### src/common/pt8_pkg.sv
package pt8_pkg;
    localparam int ADDR_W = 12;
    // register indices; byte address is four times the index
    localparam logic [9:0] IDX_FLAG = 10'h00c;
    localparam logic [9:0] IDX_COUNT = 10'h011;
    localparam logic [9:0] IDX_CTRL = 10'h012;
    localparam logic [9:0] IDX_ENABLE = 10'h08c;
    localparam logic [9:0] IDX_PERIOD = 10'h092;
    localparam logic [1:0] WORD_LANE = 2'h0;
    localparam logic [7:0] COUNT_RST = 8'h00;
    localparam logic [7:0] PERIOD_RST = 8'hff;
    localparam logic [7:0] ENABLE_RST = 8'h00;
    localparam logic [6:0] CTRL_RST = 7'h00;
    localparam int RUN_BIT = 2;
    localparam int PS_MSB = 1;
    localparam int POST_LSB = 3;
    localparam int POST_MSB = 6;
    localparam int TMR_FLAG_BIT = 1;
    localparam int TMR_EN_BIT = 1;
    // instruction clock is the oscillator divided by four
    localparam int INSTR_DIV = 4;
    localparam logic [1:0] INSTR_LAST = 2'(INSTR_DIV - 1);
    localparam logic [3:0] PRESC_LAST_1 = 4'h0;
    localparam logic [3:0] PRESC_LAST_4 = 4'h3;
    localparam logic [3:0] PRESC_LAST_16 = 4'hf;
    localparam logic [1:0] PRESC_SEL_1 = 2'h0;
    localparam logic [1:0] PRESC_SEL_4 = 2'h1;
    typedef enum logic [1:0] {
        PT8_IDLE = 2'b01,
        PT8_RESP = 2'b10
    } pt8_bus_e;
endpackage

### src/common/pt8_scale_if.sv
`timescale 1ns/1ps
interface pt8_scale_if;
    logic clear;
    logic tick;
    logic [3:0] sel;
    logic pulse;
    modport master (output clear, output tick, output sel, input pulse);
    modport scaler (input clear, input tick, input sel, output pulse);
endinterface

### src/logic/pt8_postscaler.sv
`timescale 1ns/1ps
module pt8_postscaler
    import pt8_pkg::*;
(
    // clock and reset
    input wire logic pclk,
    input wire logic presetn,
    // tick = period match, sel = ratio minus one, pulse = flag set
    pt8_scale_if.scaler sc
);
    typedef struct packed {
        logic [3:0] cnt;
    } pt8_post_s;

    pt8_post_s st;
    pt8_post_s next_st;

    always_comb begin
        next_st = st;
        sc.pulse = sc.tick && !sc.clear && st.cnt == sc.sel;
        if (sc.clear) begin
            next_st.cnt = 4'h0;
        end else if (sc.tick) begin
            next_st.cnt = (st.cnt == sc.sel) ? 4'h0 : st.cnt + 4'h1;
        end
    end

    always_ff @(posedge pclk or negedge presetn) begin
        if (!presetn) begin
            st <= '0;
        end else begin
            st <= next_st;
        end
    end
endmodule // pt8_postscaler

### src/logic/pt8_prescaler.sv
`timescale 1ns/1ps
module pt8_prescaler
    import pt8_pkg::*;
(
    // clock and reset
    input wire logic pclk,
    input wire logic presetn,
    // tick = run, sel[1:0] = prescale select, pulse = counter increment
    pt8_scale_if.scaler sc
);
    typedef struct packed {
        logic [1:0] qdiv;
        logic [3:0] cnt;
    } pt8_pre_s;

    pt8_pre_s st;
    pt8_pre_s next_st;
    logic [3:0] last;
    logic instr_en;

    always_comb begin
        next_st = st;
        unique case (sc.sel[PS_MSB:0])
            PRESC_SEL_1: last = PRESC_LAST_1;
            PRESC_SEL_4: last = PRESC_LAST_4;
            default: last = PRESC_LAST_16;
        endcase
        instr_en = st.qdiv == INSTR_LAST;
        next_st.qdiv = st.qdiv + 2'h1;
        sc.pulse = sc.tick && instr_en && !sc.clear && st.cnt == last;
        if (sc.clear) begin
            next_st.cnt = 4'h0;
        end else if (sc.tick && instr_en) begin
            next_st.cnt = (st.cnt == last) ? 4'h0 : st.cnt + 4'h1;
        end
    end

    always_ff @(posedge pclk or negedge presetn) begin
        if (!presetn) begin
            st <= '0;
        end else begin
            st <= next_st;
        end
    end
endmodule // pt8_prescaler

### src/logic/pt8_top.sv
`timescale 1ns/1ps
//
// Behaviour
// - 8-bit readable writable counter, reset to zero
// - increments from oscillator divided by four
// - prescale select: 1, 4, 16
// - counts from zero, wraps after period match
// - period register read/write, resets to FFh
// - postscaler counts matches, sets timer flag
// - postscale ratio is field plus one
// - run bit enables; cleared holds count
// - scalers clear on count/control write, reset
// - control write keeps the count unchanged
// - pre-postscaler match pulse to serial port
// - count and match offered to PWM units
// - control bit 7 reads zero, ignores writes
module pt8_top
    import pt8_pkg::*;
(
    // clock and reset
    input wire logic pclk,
    input wire logic presetn,
    // apb slave
    input wire logic psel,
    input wire logic penable,
    input wire logic pwrite,
    input wire logic [ADDR_W-1:0] paddr,
    input wire logic [31:0] pwdata,
    output logic [31:0] prdata,
    output logic pready,
    output logic pslverr,
    // interrupt
    output logic irq,
    // serial port shift clock source
    output logic ssp_shift_tick,
    // pwm time base
    output logic [7:0] pwm_count,
    output logic pwm_period_match
);
    typedef struct packed {
        pt8_bus_e bus;
        logic rdy;
        logic err;
        logic [31:0] rdata;
        logic [7:0] count;
        logic [7:0] period;
        logic [6:0] ctrl;
        logic flag;
        logic [7:0] enable;
        logic irq;
        logic match;
    } pt8_top_s;

    pt8_top_s st;
    pt8_top_s next_st;

    pt8_scale_if pre_if ();
    pt8_scale_if post_if ();

    logic [9:0] idx;
    logic lane_ok;
    logic hit;
    logic fin;
    logic wr_count;
    logic wr_ctrl;
    logic wr_period;
    logic wr_enable;
    logic rd_flag;
    logic inc;
    logic match_evt;
    logic [31:0] rmux;

    assign idx = paddr[ADDR_W-1:2];
    assign lane_ok = paddr[1:0] == WORD_LANE;
    assign hit = lane_ok && (idx == IDX_FLAG || idx == IDX_COUNT || idx == IDX_CTRL
                             || idx == IDX_ENABLE || idx == IDX_PERIOD);
    // transfer completes on the edge where pready is seen high
    assign fin = psel && penable && st.rdy;
    assign wr_count = fin && pwrite && lane_ok && idx == IDX_COUNT;
    assign wr_ctrl = fin && pwrite && lane_ok && idx == IDX_CTRL;
    assign wr_period = fin && pwrite && lane_ok && idx == IDX_PERIOD;
    assign wr_enable = fin && pwrite && lane_ok && idx == IDX_ENABLE;
    assign rd_flag = fin && !pwrite && lane_ok && idx == IDX_FLAG;

    assign pre_if.clear = wr_count || wr_ctrl;
    assign pre_if.tick = st.ctrl[RUN_BIT];
    assign pre_if.sel = {2'h0, st.ctrl[PS_MSB:0]};
    assign inc = pre_if.pulse;

    assign match_evt = inc && st.count == st.period;
    assign post_if.clear = wr_count || wr_ctrl;
    assign post_if.tick = match_evt;
    assign post_if.sel = st.ctrl[POST_MSB:POST_LSB];

    pt8_prescaler u_pre (
        .pclk(pclk),
        .presetn(presetn),
        .sc(pre_if.scaler)
    );

    pt8_postscaler u_post (
        .pclk(pclk),
        .presetn(presetn),
        .sc(post_if.scaler)
    );

    always_comb begin
        rmux = 32'h0;
        unique case (1'b1)
            idx == IDX_FLAG: rmux[TMR_FLAG_BIT] = st.flag;
            idx == IDX_COUNT: rmux[7:0] = st.count;
            idx == IDX_CTRL: rmux[6:0] = st.ctrl;
            idx == IDX_ENABLE: rmux[7:0] = st.enable;
            idx == IDX_PERIOD: rmux[7:0] = st.period;
            default: rmux = 32'h0;
        endcase
        if (!lane_ok) begin
            rmux = 32'h0;
        end
    end

    always_comb begin
        next_st = st;
        next_st.match = match_evt;
        unique case (st.bus)
            PT8_IDLE: begin
                if (psel && penable) begin
                    next_st.bus = PT8_RESP;
                    next_st.rdy = 1'b1;
                    next_st.err = !hit;
                    next_st.rdata = pwrite ? 32'h0 : rmux;
                end
            end
            PT8_RESP: begin
                next_st.bus = PT8_IDLE;
                next_st.rdy = 1'b0;
                next_st.err = 1'b0;
            end
            default: begin
                next_st.bus = PT8_IDLE;
                next_st.rdy = 1'b0;
            end
        endcase

        if (wr_count) begin
            next_st.count = pwdata[7:0];
        end else if (inc) begin
            next_st.count = (st.count == st.period) ? COUNT_RST : st.count + 8'h1;
        end

        if (wr_ctrl) begin
            next_st.ctrl = pwdata[6:0];
        end
        if (wr_period) begin
            next_st.period = pwdata[7:0];
        end
        if (wr_enable) begin
            next_st.enable = pwdata[7:0];
        end

        // postscaler sets flag, set beats read clear
        if (post_if.pulse) begin
            next_st.flag = 1'b1;
        end else if (rd_flag) begin
            next_st.flag = 1'b0;
        end
        next_st.irq = next_st.flag && next_st.enable[TMR_EN_BIT];
    end

    // reset clears count, period to FFh
    always_ff @(posedge pclk or negedge presetn) begin
        if (!presetn) begin
            st.bus <= PT8_IDLE;
            st.rdy <= 1'b0;
            st.err <= 1'b0;
            st.rdata <= 32'h0;
            st.count <= COUNT_RST;
            st.period <= PERIOD_RST;
            st.ctrl <= CTRL_RST;
            st.flag <= 1'b0;
            st.enable <= ENABLE_RST;
            st.irq <= 1'b0;
            st.match <= 1'b0;
        end else begin
            st <= next_st;
        end
    end

    assign prdata = st.rdata;
    assign pready = st.rdy;
    assign pslverr = st.err;
    assign irq = st.irq;
    assign ssp_shift_tick = st.match;
    assign pwm_count = st.count;
    assign pwm_period_match = st.match;
endmodule // pt8_top

### config.mk
export PLATFORM = sky130hd
export DESIGN_NAME = pt8_top
export DESIGN_NICKNAME = d
export VERILOG_FILES = /design/src/common/pt8_pkg.sv /design/src/common/pt8_scale_if.sv /design/src/logic/pt8_postscaler.sv /design/src/logic/pt8_prescaler.sv /design/src/logic/pt8_top.sv
export SDC_FILE = /design/constraint.sdc
export NUM_CORES = 1
export LEC_CHECK = 0
export ABC_AREA = 1
export BUFFER_PORTS_ARGS = -buffer_cell sky130_fd_sc_hd__buf_2
export CAP_MARGIN = 20
export CORE_MARGIN = 8
export CORE_UTILIZATION = 49
export CTS_BUF_LIST = sky130_fd_sc_hd__clkbuf_4
export CTS_CLUSTER_SIZE = 8
export DETAILED_ROUTE_END_ITERATION = 10
export PLACE_DENSITY = 0.84
export SETUP_SLACK_MARGIN = 0.1
export SLEW_MARGIN = 20
export SYNTH_ARGS = -nofsm -noshare
export SYNTH_HDL_FRONTEND = slang
export SYNTH_SLANG_ARGS = --single-unit
### constraint.sdc
create_clock -name pclk -period 1.45 [get_ports pclk]
set_clock_uncertainty 0.1 [all_clocks]
set_input_delay 0.29 -clock pclk [delete_from_list [all_inputs] [get_ports pclk]]
set_output_delay 0.29 -clock pclk [all_outputs]
set_load 0.05 [all_outputs]
**Word level (Yosys, flattened, before mapping)**

Index checks and enable logic that the tools add are counted.

- Register bits: 80
- Input port bits: 49
- Output and inout bits: 45
- Word-level logic and storage cells: 89

- Add/subtract/negate cells: 4
- Eq/ne operators: 13
- Muxes and demuxes: 22
- Reduce and logical (&&, ||, !) cells: 35

Operators by type and width:

| cell | number |
|---|---|
| 36-bit 2-to-1 mux | 1 |
| 32-bit 2-to-1 mux | 1 |
| 8-bit 2-to-1 mux | 4 |
| 4-bit 2-to-1 mux | 6 |
| 10-bit by 5-bit == test with 1-bit output, second input constant | 2 |
| 10-bit by 8-bit == test with 1-bit output, second input constant | 2 |
| 5-bit one-hot mux with 4 select lines | 1 |
| 1-bit logical AND | 19 |
| 10-bit by 4-bit == test with 1-bit output, second input constant | 1 |
| 4-bit by 1-bit adder with 4-bit output, second input constant | 2 |
| 8-bit by 1-bit adder with 8-bit output, second input constant | 1 |
| 4-bit == test | 2 |
| 8-bit == test | 1 |
| 4-bit one-hot mux with 2 select lines | 1 |
| 2-bit nonzero test | 4 |
| 1-bit logical OR | 5 |
| 1-bit one-hot mux with 5 select lines | 1 |
| 2-bit by 1-bit == test with 1-bit output, second input constant | 2 |
| 2-bit == test, second input constant | 2 |
| 2-bit logical NOT | 2 |
| 1-bit one-hot mux with 4 select lines | 1 |
| 2-bit AND reduction | 2 |
| 1-bit logical NOT | 3 |
| 3-bit 2-to-1 mux | 1 |
| other kinds (6) | 7 |

**Longest topological paths before layout**

- Word-level depth: 14
- Mapped depth: 11
- Mapped depth without buffers: 11

**Cells and area by module**

A second synthesis with hierarchy kept.

- Cells, all modules: 512
- Area, all modules: 3802.4 sq um

Modules (own cells, without submodules):

| module | times used | cells an instance | area an instance (sq um) | sequential area each (sq um) |
|---|---|---|---|---|
| pt8_top | 1 | 412 | 3151.8 | 1137.3 |
| pt8_prescaler | 1 | 48 | 345.3 | 150.1 |
| pt8_postscaler | 1 | 52 | 305.3 | 100.1 |

**Worst setup path after synthesis**

OpenSTA, ideal clock, no wires.

- Kind: register to register
- Start point: register st[69] (netlist name)
- End point: register st (netlist bit pwm_count[2])
- Setup time: 0.116 ns
- Arrival: 1.708 ns
- Required time: 1.234 ns
- Slack: -0.474 ns
- Cell stages (with the launch flop): 10
- Path buffers: 0
- Clock period less this slack: 1.924 ns
- Cells stage by stage: dfrtp_1 > nand3_1 > nor2_4 > nand3_2 > nand3_4 > nor2_8 > nor2_8 > inv_2 > nand2_1 > nand2_1

RTL lines:

| what | RTL line | RTL |
|---|---|---|
| end signal: assignment | pt8_top.sv:185 | `st <= next_st;` |
| end: declaration | pt8_top.sv:54 | `pt8_top_s st;` |

**Worst setup path in the final report**

- Start point: register st[25] (netlist name)
- End point: register u_post.st[2] (netlist name)

- Cells in the longest elaborated chain, start to end: 3

Ends and longest elaborated chain:

| what | RTL line | RTL |
|---|---|---|
| 8-bit == test | pt8_top.sv:90 | `assign match_evt = inc && st.count == st.period;` |
| 1-bit logical AND | pt8_top.sv:90 |  |
| 2-bit nonzero test (no line) | n/a |  |
| end signal: assignment | pt8_postscaler.sv:32 | `st <= next_st;` |
| end: declaration | pt8_postscaler.sv:15 | `pt8_post_s st;` |

No other way between the ends.
A chain may end at the register's enable or synchronous reset.

==> run_results.csv <==
group,metric,value,unit
status,status,"finished, violations left",
status,violations,"negative setup slack",
logic_synthesis,synth_top_area_share,33.5,%
clock_tree,insertion_delay,410,ps
routing,drt_pass1_iterations,7,
clock_tree,clockRootBuffer,"clkbuf_4",
critical_path,crit_slowest_cell,"dfstp_2",
finish,stdcell_count,681,
power_and_ir_drop,netSwitchingPower,0.839,mW
logic_synthesis,ys_types,33,
critical_path,crit_fanout,4,
critical_path,r2r_start,"st[25]",
floorplan,die-area,9940,sq um
power_and_ir_drop,pwr-share-comb,15.0,%
placed_design,gp_congestion,0.951,
critical_path,worstPathCellList,"xor2_1, nor2_2, nand2_4, nor2_4, a31oi_1, buf_4, nand2_1, nand2_1",
logic_synthesis,avgSynthCellArea,7.72,sq um
floorplan,initial_core_util,50.6,%
floorplan,die_w,99.7,um
clock_tree,clkTransAtPathRegs,180,ps
sta,fin_crit_sh,120,%
routing,ant_nets,0,
power_and_ir_drop,p_int,1.86,mW
global_routing,grt_pass1_wl,16200,um
critical_path,crit_family,"flip-flops",
critical_path,crit_path_start_kind,"flop",
logic_synthesis,synthCells,445,
finish,layout_common_cells,"90 x nand2_1, 83 x buf_4, 43 x dfrtp_1",
critical_path,startpoint,"st[25]",
placed_design,post-place-cells,640,
worst_hold_path,worstHoldStart,"pwdata[6]",
job,cap_violations,0,
logic_synthesis,ys_warn_count,0,
sta,min_period,1740,ps
finish,areaGrowthSynthToFinish,48.4,%
routing,routedWlPerCell,16.4,um
routing,totalWireLength,11100,um
logic_synthesis,synth-main-ff-cell,"dfrtp_1",
critical_path,worstSetupEndpointType,"flop",
worst_hold_path,hold_path_class,"primary input to flop",
finish,diodes,0,
power_and_ir_drop,clockPowerShare,27.7,%
sta,finalHoldViolations,0,
critical_path,cp.arrival,2010,ps
logic_synthesis,synth_edf_count,0,
routing,vias,3562,
sta,rsz0062_at_grt,"yes",
clock_tree,ctsHtreeMaxLevel,2,
power_and_ir_drop,irDropWorstVdd,0.546,mV
floorplan,rows,30,
global_routing,grt_max_degree,56,
logic_synthesis,yosys.area.top_type,"dfrtp_1",
power_and_ir_drop,p_seq_share,57.4,%
clock_tree,cts_sinks,55,
finish,layout-drive-gt1-share,46.7,%
sta,slew_viol_final,0,
critical_path,cp_common_cell,"nand2_1",
placed_design,hpwlAfterDp,7140,um
sta,setup_viol,52,
global_routing,antenna_found_initial,0,
power_and_ir_drop,swShare,31.0,%
logic_synthesis,syn_area,3430,sq um
sta,tns,-6620,ps
logic_synthesis,async_reset_ff_share,100,%
clock_tree,cts_made_buffers,5,
logic_synthesis,synth-seq-cells,55,
critical_path,crit_required,1710,ps
routing,drc_errors,0,
sta,fmax,573,MHz
finish,final_util,75.0,%
finish,layout_commonest_cell,"nand2_1",
power_and_ir_drop,p_leak,2.63,nW
routing,first_iter_violations,383,
routing,via_per_inst,5.23,
floorplan,ios,94,
placed_design,io_buffers,45,
critical_path,crit_type,"flop to flop",
power_and_ir_drop,powerDensity,530,nW/um^2
global_routing,grt_pass1_vias,3508,
clock_tree,cts_tree,"built",
finish,final_nets,637,
clock_tree,clockBufferDepth,2,
critical_path,critPathBufInv,1,
placed_design,dp_slack,-334,ps
global_routing,grtUsageTotal,20.1,%
critical_path,critPathMaxStageDelay,600,ps
logic_synthesis,ys_seq_area_share,40.4,%
global_routing,overflow,0,
logic_synthesis,ys_top_cells_by_area,"dfrtp_1 34%, nand2_1 12%, buf_4 9.0%, dfstp_2 6.9%, nand3_1 6.0%",
floorplan,die_h,99.7,um
floorplan,coreArea,6790,sq um
sta,setup_ws,-294,ps
## power groups by stage
stage               clock (mW)  combinational (mW)  sequential, mW
detailed placement           0               0.358            1.58
finish                   0.748               0.404            1.55
CTS                      0.751               0.383            1.55
global placement             0               0.352            1.58
global route             0.809               0.432            1.55
floorplan                    0               0.245            1.60
## stage by stage
| stage | area [sq um] | power [mW] | hold slack, ps |
|---|---|---|---|
| 2_1_floorplan | 3550 | 1.84 | -106 |
| 3_3_place_gp | 4160 | 1.93 | 207 |
| 3_5_place_dp | 4160 | 1.93 | 210 |
| 4_1_cts | 4730 | 2.69 | 17.3 |
| 5_1_grt | 5100 | 2.79 | 25.8 |
| 6_report | 5100 | 2.70 | 41.1 |
## state kept, by name, indices dropped and copies added, names as in the netlist
signal	flops
irq	1
post_if.sel	4
prdata	8
pre_if.sel	2
pre_if.tick	1
pslverr	1
pwm_count	8
pwm_period_match	1
st	19
u_post.st	4
u_pre.st	6
## Yosys cell counts, drive strengths merged (2+ instances only)
cell type  number
dfstp           9
buf            46
o21ai          43
dfrtp          46
nand3          44
o22ai           7
nor2           33
inv            56
nand4           8
xor2           18
ha              4
nor3            6
clkbuf          2
a21oi           3
nand2         112
## routing by layer
metal | part of all wire (%) | up-vias | track usage (%) | routed length [um]
met3 | 5.3 | 48 | 3.98 | 589
met1 | 39 | 1706 | 23.3 | 4340
met5 | 0 | - | 0 | 0
li1 | - | 1645 | - | -
met4 | 4.5 | 0 | 7.45 | 507
met2 | 51 | 163 | 35.7 | 5720
## worst reg2reg max path: cells and delay by family (launching register included)
kind,cells,cell delay [ps]
AND/OR/NAND/NOR,5,380
XOR/XNOR,1,250
buffers and inverters,1,180
flip-flops,1,600
AO/OA/AOI/OAI,1,200
## path summary, 6_finish.rpt
path                                end  slack, ps  depth (start not counted)
max                        u_post.st[2]       -290                          8
min                        pwm_count[6]         40                          3
max reg2reg                u_post.st[2]       -290                          8
min reg2reg                      st[69]        420                          2
max in group asynchronous        st[24]        660                          3
min in group asynchronous     prdata[3]        280                          3
## cell type report
class | instances | area, sq um
inverter | 56 | 215
timing repair buffer | 157 | 1370
multi-input combinational | 309 | 1940
sequential | 55 | 1390
clock inverter | 2 | 17.5
tap | 96 | 120
fill | 461 | 1700
clock buffer | 6 | 45.0
## kinds of logic (layout without fill, tap and decap cells)
| group | count (synthesis) | after routing | synth area share (%) |
|---|---|---|---|
| AOI/OAI and AO/OA | 56 | 56 | 8.63 |
| xor gates and xnor gates | 19 | 19 | 4.85 |
| adders and majority gates | 4 | 4 | 1.46 |
| buffers and inverters | 104 | 221 | 16.0 |
| DFF | 55 | 55 | 40.4 |
| other | 1 | 24 | 0.109 |
| and+or+nand+nor | 206 | 206 | 28.5 |
## what timing repair did
action	4_1_cts	5_1_grt
buffers inserted	20	11
gates resized for setup	97	86
hold endpoints to repair	46	0
pin swaps	23	41
hold buffers	1	0
endpoints found under the setup margin	72	71
cloned	0	2
No activity file was read; power rests on OpenSTA's default activity.
